File: config.mk
export PLATFORM = sky130hd
export DESIGN_NAME = dctom_monitor
export DESIGN_NICKNAME = d
export VERILOG_FILES = /design/src/design/dctom_pkg.sv /design/src/design/dctom_monitor.sv
export SDC_FILE = /design/constraint.sdc
export NUM_CORES = 1
export LEC_CHECK = 0
export CORE_MARGIN = 3
export CORE_UTILIZATION = 57
export CTS_BUF_LIST = sky130_fd_sc_hd__clkbuf_8
export CTS_CLUSTER_SIZE = 14
export DETAILED_ROUTE_END_ITERATION = 10
export DONT_BUFFER_PORTS = 1
export PLACE_DENSITY = 0.78
export SKIP_LAST_GASP = 1
export SLEW_MARGIN = 20
export SYNTH_ARGS = -nofsm -noshare
export SYNTH_HDL_FRONTEND = slang
export SYNTH_SLANG_ARGS = --single-unit
File: constraint.sdc
create_clock -name clk -period 3.1 [get_ports clk]
set_input_delay 0.62 -clock clk [delete_from_list [all_inputs] [get_ports clk]]
set_output_delay 0.62 -clock clk [all_outputs]
set_load 0.02 [all_outputs]
File: src/design/dctom_pkg.sv
// Constants for the dual channel torque-disable monitor.
// Assumes a single 50 MHz control clock and channel inputs high = permit.
// Notes on behaviour
// - Low pulses of up to 1 ms on either channel are ignored.
// - A de-energized disable input withdraws the gate drive enable.
// - A setting picks the indications for one or both lost, run or stop.
// - The setting changes reporting and the reset before restart, never the disable action.
// - A running drive stops when one or both channels are removed.
// - Start is refused until both channels are back and faults are reset.
// - Loss of exactly one channel for the whole skew window raises a fault.
// - After both channels close a reset is required if the setting says so.
// - No automatic restart; a fresh start command is needed.
// - Channel one alone and channel two alone raise distinct faults.
// - A start command while open and stopped gives a warning, no start.
package dctom_pkg;
   localparam int CLK_HZ = 50000000;
   localparam int PULSE_TOL_US = 1000;
   localparam int PULSE_TOL_CYC = PULSE_TOL_US * (CLK_HZ / 1000000);
   localparam int SKEW_MS = 200;
   localparam int SKEW_CYC = SKEW_MS * (CLK_HZ / 1000);
   // Indication setting: bit0 = event when stopped, bit1 = when running
   // as fault (else warning), bit2 = reset needed after both restore
   localparam int IND_W = 3;
   localparam logic [2:0] IND_RESET = 3'h3;
   localparam int IND_STOP_EVT = 0;
   localparam int IND_RUN_FAULT = 1;
   localparam int IND_NEED_RST = 2;
   typedef enum logic [1:0] {
      DCTOM_IDLE,
      DCTOM_RUN,
      DCTOM_LOCK
   } dctom_state_e;
endpackage

File: src/design/dctom_monitor.sv
// Dual channel torque-disable monitor: filtering, gate enable, faults.
// Assumes channel inputs and commands are synchronous levels or pulses.
// Assumes one clock and an asynchronous active-high reset.
`timescale 1ns/1ns
module dctom_monitor #(
   parameter int FILT_CYC = dctom_pkg::PULSE_TOL_CYC,
   parameter int SKEW_LIM = dctom_pkg::SKEW_CYC
) (
   // Clock and reset
   input wire logic clk,
   input wire logic rst,
   // Disable channels, high = operation permitted
   input wire logic disable_channel_one,
   input wire logic disable_channel_two,
   // Drive commands, one-cycle pulses
   input wire logic start_cmd,
   input wire logic stop_cmd,
   input wire logic fault_reset,
   // Indication setting
   input wire logic [dctom_pkg::IND_W-1:0] ind_sel,
   // Outputs
   output logic gate_enable,
   output logic running,
   output logic channel_one_loss_fault,
   output logic channel_two_loss_fault,
   output logic torque_disable_fault,
   output logic torque_disable_warning,
   output logic start_refused_warning,
   output logic ch_one_ok,
   output logic ch_two_ok
);
   import dctom_pkg::*;

   localparam int CW = $clog2(FILT_CYC + 1);
   localparam int SW = $clog2(SKEW_LIM + 1);

   logic [1:0] sync_one;
   logic [1:0] sync_two;
   logic [CW-1:0] low_one;
   logic [CW-1:0] low_two;
   logic [SW-1:0] skew_cnt;
   logic [IND_W-1:0] sel_q;
   logic reset_needed;
   dctom_state_e state;
   dctom_state_e next_state;

   // Low-time filter step: {count, channel ok}; short lows leave ok alone
   function automatic logic [CW:0] filt_step(input logic level,
                                             input logic [CW-1:0] low,
                                             input logic ok);
      logic [CW:0] res;
      res = {low, ok};
      if (level) begin
         res = {{CW{1'b0}}, 1'b1};
      end else if (low != CW'(FILT_CYC)) begin
         res = {CW'(low + 1'b1), ok};
      end else begin
         res = {low, 1'b0};
      end
      return res;
   endfunction

   // Second synchronizer stage output only
   wire logic in_one = sync_one[1];
   wire logic in_two = sync_two[1];
   wire logic both_ok = ch_one_ok & ch_two_ok;
   wire logic any_lost = ~ch_one_ok | ~ch_two_ok;
   wire logic one_only = ch_one_ok ^ ch_two_ok;
   wire logic skew_done = skew_cnt == SW'(SKEW_LIM);
   wire logic any_fault = channel_one_loss_fault | channel_two_loss_fault |
                          torque_disable_fault;
   wire logic start_ok = both_ok & ~any_fault & ~reset_needed;
   wire logic run_lost = (state == DCTOM_RUN) & any_lost;
   wire logic stop_lost = (state != DCTOM_RUN) & any_lost;
   wire logic loss_edge = any_lost & ~reset_needed & (state != DCTOM_LOCK);
   wire logic [CW:0] next_filt_one = filt_step(in_one, low_one, ch_one_ok);
   wire logic [CW:0] next_filt_two = filt_step(in_two, low_two, ch_two_ok);
   wire logic refuse = start_cmd & any_lost & (state != DCTOM_RUN);
   wire logic fault_clr = fault_reset & both_ok;

   always_ff @(posedge clk or posedge rst) begin
      if (rst) begin
         sync_one <= 2'h0;
         sync_two <= 2'h0;
      end else begin
         sync_one <= {sync_one[0], disable_channel_one};
         sync_two <= {sync_two[0], disable_channel_two};
      end
   end

   // Channel drops only after a low longer than the tolerance
   always_ff @(posedge clk or posedge rst) begin
      if (rst) begin
         {low_one, ch_one_ok} <= '0;
         {low_two, ch_two_ok} <= '0;
      end else begin
         {low_one, ch_one_ok} <= next_filt_one;
         {low_two, ch_two_ok} <= next_filt_two;
      end
   end

   // Time a one-channel mismatch; the partner has the skew window
   always_ff @(posedge clk or posedge rst) begin
      if (rst) begin
         skew_cnt <= '0;
      end else if (!one_only) begin
         skew_cnt <= '0;
      end else if (!skew_done) begin
         skew_cnt <= skew_cnt + 1'b1;
      end
   end

   // Registered setting; only the indication flags and reset_needed below read it
   always_ff @(posedge clk or posedge rst) begin
      if (rst) begin
         sel_q <= IND_RESET;
      end else begin
         sel_q <= ind_sel;
      end
   end

   // Faults: set wins over reset
   always_ff @(posedge clk or posedge rst) begin
      if (rst) begin
         channel_one_loss_fault <= 1'b0;
      end else if (skew_done && !ch_one_ok) begin
         channel_one_loss_fault <= 1'b1;
      end else if (fault_clr) begin
         channel_one_loss_fault <= 1'b0;
      end
   end

   always_ff @(posedge clk or posedge rst) begin
      if (rst) begin
         channel_two_loss_fault <= 1'b0;
      end else if (skew_done && !ch_two_ok) begin
         channel_two_loss_fault <= 1'b1;
      end else if (fault_clr) begin
         channel_two_loss_fault <= 1'b0;
      end
   end

   always_ff @(posedge clk or posedge rst) begin
      if (rst) begin
         torque_disable_fault <= 1'b0;
      end else if (loss_edge && run_lost && sel_q[IND_RUN_FAULT]) begin
         torque_disable_fault <= 1'b1;
      end else if (fault_clr) begin
         torque_disable_fault <= 1'b0;
      end
   end

   // Warning follows the loss and clears once both channels are back
   always_ff @(posedge clk or posedge rst) begin
      if (rst) begin
         torque_disable_warning <= 1'b0;
      end else if ((run_lost && !sel_q[IND_RUN_FAULT]) ||
                   (stop_lost && sel_q[IND_STOP_EVT])) begin
         torque_disable_warning <= 1'b1;
      end else if (!any_lost) begin
         torque_disable_warning <= 1'b0;
      end
   end

   always_ff @(posedge clk or posedge rst) begin
      if (rst) begin
         reset_needed <= 1'b0;
      end else if (any_lost && sel_q[IND_NEED_RST]) begin
         reset_needed <= 1'b1;
      end else if (fault_clr) begin
         reset_needed <= 1'b0;
      end
   end

   // Next run state; the setting enters this path only through start_ok
   always_comb begin
      next_state = state;
      case (state)
         DCTOM_IDLE: begin
            if (start_cmd && !any_lost && start_ok && !stop_cmd) begin
               next_state = DCTOM_RUN;
            end
         end
         DCTOM_RUN: begin
            if (any_lost) begin
               next_state = DCTOM_LOCK;
            end else if (stop_cmd) begin
               next_state = DCTOM_IDLE;
            end
         end
         default: begin
            if (both_ok) begin
               next_state = DCTOM_IDLE;
            end
         end
      endcase
   end

   always_ff @(posedge clk or posedge rst) begin
      if (rst) begin
         state <= DCTOM_IDLE;
      end else begin
         state <= next_state;
      end
   end

   // A start while stopped with a channel lost gives a one-cycle warning
   always_ff @(posedge clk or posedge rst) begin
      if (rst) begin
         start_refused_warning <= 1'b0;
      end else begin
         start_refused_warning <= refuse;
      end
   end

   assign running = state == DCTOM_RUN;
   // Gate drive cut as soon as a filtered channel drops
   assign gate_enable = running & both_ok;
endmodule

Word level (Yosys, flattened, before mapping)
Cells that the tools add are included.
{"block": "word_totals", "elab_cells": 92, "out_inout_bits": 9, "ff_bits": 73, "input_bits": 10}
{"block": "classes", "n_eq_ne": 12, "n_reduce_logical": 25, "bitwise_logic": 19, "mux": 18, "addsub": 3}
{"operator": "two-way mux 17 bit", "count": 4}
{"operator": "two-way mux 24 bit", "count": 2}
{"operator": "adder 16 x 1 -> 16 bit, second input constant", "count": 2}
{"operator": "!= test 16 bit, second input constant", "count": 2}
{"operator": "adder 24 x 1 -> 24 bit, second input constant", "count": 1}
{"operator": "equality test 24 bit, second input constant", "count": 1}
{"operator": "nonzero test 2 bit", "count": 6}
{"operator": "AND 1 bit", "count": 11}
{"operator": "logical AND 1 bit", "count": 10}
{"operator": "!= test 2 bit, second input constant", "count": 5}
{"operator": "two-way mux 2 bit", "count": 4}
{"operator": "two-way mux 1 bit", "count": 7}
{"operator": "zero test 1 bit", "count": 5}
{"operator": "!= test 2 x 1 -> 1 bit, second input constant", "count": 2}
{"operator": "NOT 1 bit", "count": 4}
{"operator": "one-hot mux 2 bit (2 select lines)", "count": 1}
{"operator": "!= test 3 x 2 -> 1 bit, second input constant", "count": 1}
{"operator": "bitwise OR 1 bit", "count": 3}
{"operator": "AND reduction 3 bit", "count": 1}
{"operator": "nonzero test 3 bit", "count": 1}
{"operator": "equality test 2 x 1 -> 1 bit, second input constant", "count": 1}
{"operator": "zero test 2 bit", "count": 1}
{"operator": "logical OR 1 bit", "count": 1}
{"operator": "bitwise XOR 1 bit", "count": 1}

Longest topological paths before layout
{"block": "depth", "ltp_word": 9, "depth_mapped": 6, "ltp_nobuf": 6}

Least setup slack after synthesis
No wires, ideal clock.
{"block": "synth_path", "kind": "reg2reg", "start": "reg skew_cnt[11]", "end": "reg skew_cnt[23]", "path_buffers": 1, "arrival_ns": 1.834, "setup_time_ns": 0.078, "stages_incl_launch_ff": 6, "synth_period_minus_slack_ns": 1.911, "setup_slack_ns": 1.189, "t_required_ns": 3.022, "path_cell_list": "dfrtp_1 > nand4_2 > or4_1 > buf_2 > or4_1 > a21oi_1"}
{"block": "synth_between", "elab_chain_len": 3, "elab_cells_between_ends": 5, "classes_between": "add/sub: 1; eq/ne: 2; mux: 2"}
{"item": "start, declared", "line": "dctom_monitor.sv:41", "rtl": "logic [SW-1:0] skew_cnt;"}
{"item": "start signal, assigned", "line": "dctom_monitor.sv:109", "rtl": "skew_cnt <= skew_cnt + 1'b1;"}
{"item": "adder 24 x 1 -> 24 bit", "line": "dctom_monitor.sv:109"}
{"item": "two-way mux 24 bit", "line": "dctom_monitor.sv:108", "rtl": "end else if (!skew_done) begin"}
{"item": "two-way mux 24 bit", "line": "dctom_monitor.sv:106", "rtl": "end else if (!one_only) begin"}
Parallel ways exist; a longest one is shown, timed or not. The select of a mux whose other input is x is not followed.
A chain may end at the register's enable or synchronous reset.

Worst setup path after layout
{"block": "layout_path", "start": "reg ch_two_ok", "end": "out gate_enable"}
{"block": "layout_between", "elab_chain_len": 2}
{"item": "start, declared", "line": "dctom_monitor.sv:30", "rtl": "output logic ch_two_ok"}
{"item": "start signal, assigned", "line": "dctom_monitor.sv:98", "rtl": "{low_two, ch_two_ok} <= next_filt_two;"}
{"item": "AND 1 bit", "line": "dctom_monitor.sv:66", "rtl": "wire logic both_ok = ch_one_ok & ch_two_ok;"}
{"item": "AND 1 bit", "line": "dctom_monitor.sv:218", "rtl": "assign gate_enable = running & both_ok;"}
{"item": "end, declared", "line": "dctom_monitor.sv:22", "rtl": "output logic gate_enable,"}
No other way between the ends.

==> results.py <==
metrics = {
    "cells_and_area": {
        "stdcell_count": 443,
        "diodes": 0,
        "fin_area_um2": 3870,
        "nets": 380,
        "syn2layout_area_growth_pct": 8.17,
        "layout-drive-gt1-share_pct": 8.15,
        "post-route-util_pct": 64.7,
    },
    "grt": {
        "grt_overflow": 0,
        "first_global_vias": 2539,
        "grt_max_degree": 31,
        "antenna_found_initial": 0,
        "track_usage_pct": 19.4,
        "grt_pass1_wl_um": 11400,
    },
    "critical_path": {
        "critPathArrivalTime_ps": 1530,
        "worst_setup_path_start_kind": "register",
        "critPathBufInv": 0,
        "slowest_delay_ps": 510,
        "crit_type": "register to output pin",
        "required_ps": 2480,
        "crit_chain": "ha_1, and2_1",
        "crit_fanout": 9,
        "slowest_stage": "dfrtp_1",
        "path_delay_family": "flip-flops",
        "endpoint_kind": "output pin",
    },
    "yosys": {
        "synth.area.top_cells": "dfrtp_1 50%, nor2_1 4.5%, xor2_1 3.9%, xnor2_1 3.7%, nand3_1 3.1%",
        "yosysSeqAreaShare_pct": 51.1,
        "synth-xor-area-share_pct": 7.58,
        "synth_compound_area_share_pct": 5.34,
        "yosys.area.top_type": "dfrtp_1",
        "syn_area_per_cell_um2": 9.95,
        "synth_top_area_share_pct": 49.6,
        "synth_most_common_cell": "dfrtp_1",
        "async_flop_share_pct": 100,
        "synth_top_family_by_area": "simple AND/OR/NAND/NOR gates",
        "ys_ff_latch": 73,
        "synth-adder-area-share_pct": 2.44,
        "yosys.area_share.simple_pct": 27.7,
        "synth_ff_type": "dfrtp_1",
        "synth_edf_count": 0,
        "syn_area_um2": 3580,
        "syn_inst": 360,
        "synthTopCellsByCount": "71 x dfrtp_1, 43 x nor2_1, 26 x nand2_1",
        "ys_warn_count": 0,
        "synth_cell_types": 43,
        "syn_nets": 377,
        "synthMuxAreaShare_pct": 3.14,
    },
    "timing": {
        "max_slew_margin_pct": 60.1,
        "worst_pin_slew_ps": 599,
        "hold_viol_final": 0,
        "whs_ps": 121,
        "finalClockSkew_ps": 7.41,
        "fin_crit_ps": 2150,
        "worst_slack_ps": 955,
        "post-route-period-util_pct": 69.2,
        "rsz0062_at_grt": "no",
        "max_freq_mhz": 466,
        "finalSetupTns_ps": 0,
        "finalSetupViolCount": 0,
        "slew_viol_final": 0,
    },
    "clocking": {
        "postCtsSetupBuffers": 0,
        "cts_buffers": 9,
        "cts_resized": 0,
        "cts_buffer_depth": 2,
        "cts_tree": "done",
        "numClockSinks": 73,
        "cts_htree_levels": 3,
        "insertion_delay_ps": 340,
        "clockRootBuffer": "clkbuf_8",
        "path_clk_slew_ps": 80,
        "holdBufCountCts": 0,
    },
    "placement": {
        "place_inst": 427,
        "gp_congestion": 0.905,
        "hpwl_um": 4520,
        "dpl-instance-area_um2": 3660,
        "port-buffer-count": 0,
        "place_ws_ps": 1010,
    },
    "drt": {
        "drc": 0,
        "vias": 2615,
        "avgRoutedWirePerCell_um": 14.8,
        "drt_pre_antenna_iters": 4,
        "wl_um": 6550,
        "first_iter_violations": 136,
        "postRouteAntennaNets": 0,
        "via_per_inst": 5.90,
    },
    "floorplanning": {
        "core-area_um2": 5990,
        "start_util_pct": 59.8,
        "io_pins": 19,
        "die-area_um2": 7270,
        "rows": 28,
        "die_w_um": 85.3,
        "die_height_um": 85.3,
    },
    "min_path": {
        "hp-class": "input pin to async pin",
    },
    "pwr": {
        "max-vdd-ir-drop_v": 0.000363,
        "leakagePower_nw": 1.57,
        "p_per_area_nw_per_um2": 477,
        "p_total_mw": 1.85,
    },
    "job": {
        "max_cap_viol_count": 0,
    },
    "status": {
        "status": "completed",
    },
}
-- cell usage in the layout, fill, tap and decap left out, types with 2 or more instances in the layout --
cell type  count
nor4_1         9
nand2_1       26
nand2b_1      10
or4_1          7
ha_1           7
o31ai_1        5
mux2_2         2
nand4_1       15
a21o_1         2
nand3b_1       4
xor2_1        16
and3b_1        2
xnor2_1       15
clkinv_4       2
nor2_1        43
o21ai_0        8
dfstp_2        2
nor3_1         9
and4_1         5
nor4b_1        4
buf_4          3
nor2b_1        2
and2_1         4
inv_1         14
or3_1          4
a21oi_1       12
nand3_1       22
and3_1         3
clkbuf_8       9
bufinv_16      2
dfrtp_1       71
nor3b_1        2
nor4bb_1       4
mux2i_1        9
clkinv_2       2
-- registers in the layout, indices dropped and copies added, names as in the netlist --
signal / flops
state: 2
torque_disable_fault: 1
low_two: 16
low_one: 16
ch_two_ok: 1
sync_one: 2
skew_cnt: 24
start_refused_warning: 1
channel_two_loss_fault: 1
sel_q: 3
ch_one_ok: 1
torque_disable_warning: 1
reset_needed: 1
sync_two: 2
channel_one_loss_fault: 1
-- per-layer routing --
layer / vias to the layer above / track usage [%] / share of wire, % / wire length (um)
met1: 1279 / 26.2 / 48 / 3150
li1: 1280 / - / - / -
met2: 47 / 30.8 / 47 / 3100
met3: 9 / 4.66 / 3.0 / 199
met5: - / 0 / 0 / 0
met4: 0 / 6.33 / 1.5 / 97
-- final timing paths --
check,start,end,slack [ps],cells after the start
hold / removal,rst,low_two[11],120,1
min in group clk,ind_sel[1],sel_q[1],270,0
setup reg to reg,ch_two_ok,skew_cnt[20],1010,5
max in group asynchronous,rst,sel_q[0],2240,2
setup / recovery,ch_two_ok,gate_enable,950,2
hold reg to reg,sync_one[0],sync_one[1],360,0
-- cell type report --
| type | instances | area (um^2) |
|---|---|---|
| fillers | 459 | 2120 |
| flip-flops and latches | 73 | 1830 |
| multi-input cells | 261 | 1650 |
| clock buffers | 9 | 124 |
| clock inverters | 7 | 95.1 |
| well taps | 75 | 93.8 |
| inverters | 15 | 56.3 |
| repair buffers | 3 | 22.5 |
-- worst reg2reg max path, delay by kind of cell, from the launching register on --
kind                       cells  cell delay [ps]
adders and majority gates      1              650
and+or+nand+nor                2              610
DFF                            1              490
buffers and inverters          2              290
-- logic make-up after synthesis --
kind of cell | after synthesis
and+or+nand+nor | 180
DFF | 73
AOI/OAI and AO/OA | 32
xor gates and xnor gates | 31
buffers and inverters | 26
muxes | 11
adders and majority gates | 7
-- report_power, final --
group          switching, mW  internal, mW
clock network          0.362         0.453
logic                 0.0347        0.0156
registers             0.0175         0.964
total                  0.415          1.43
Power figures use the tool's default switching activity.
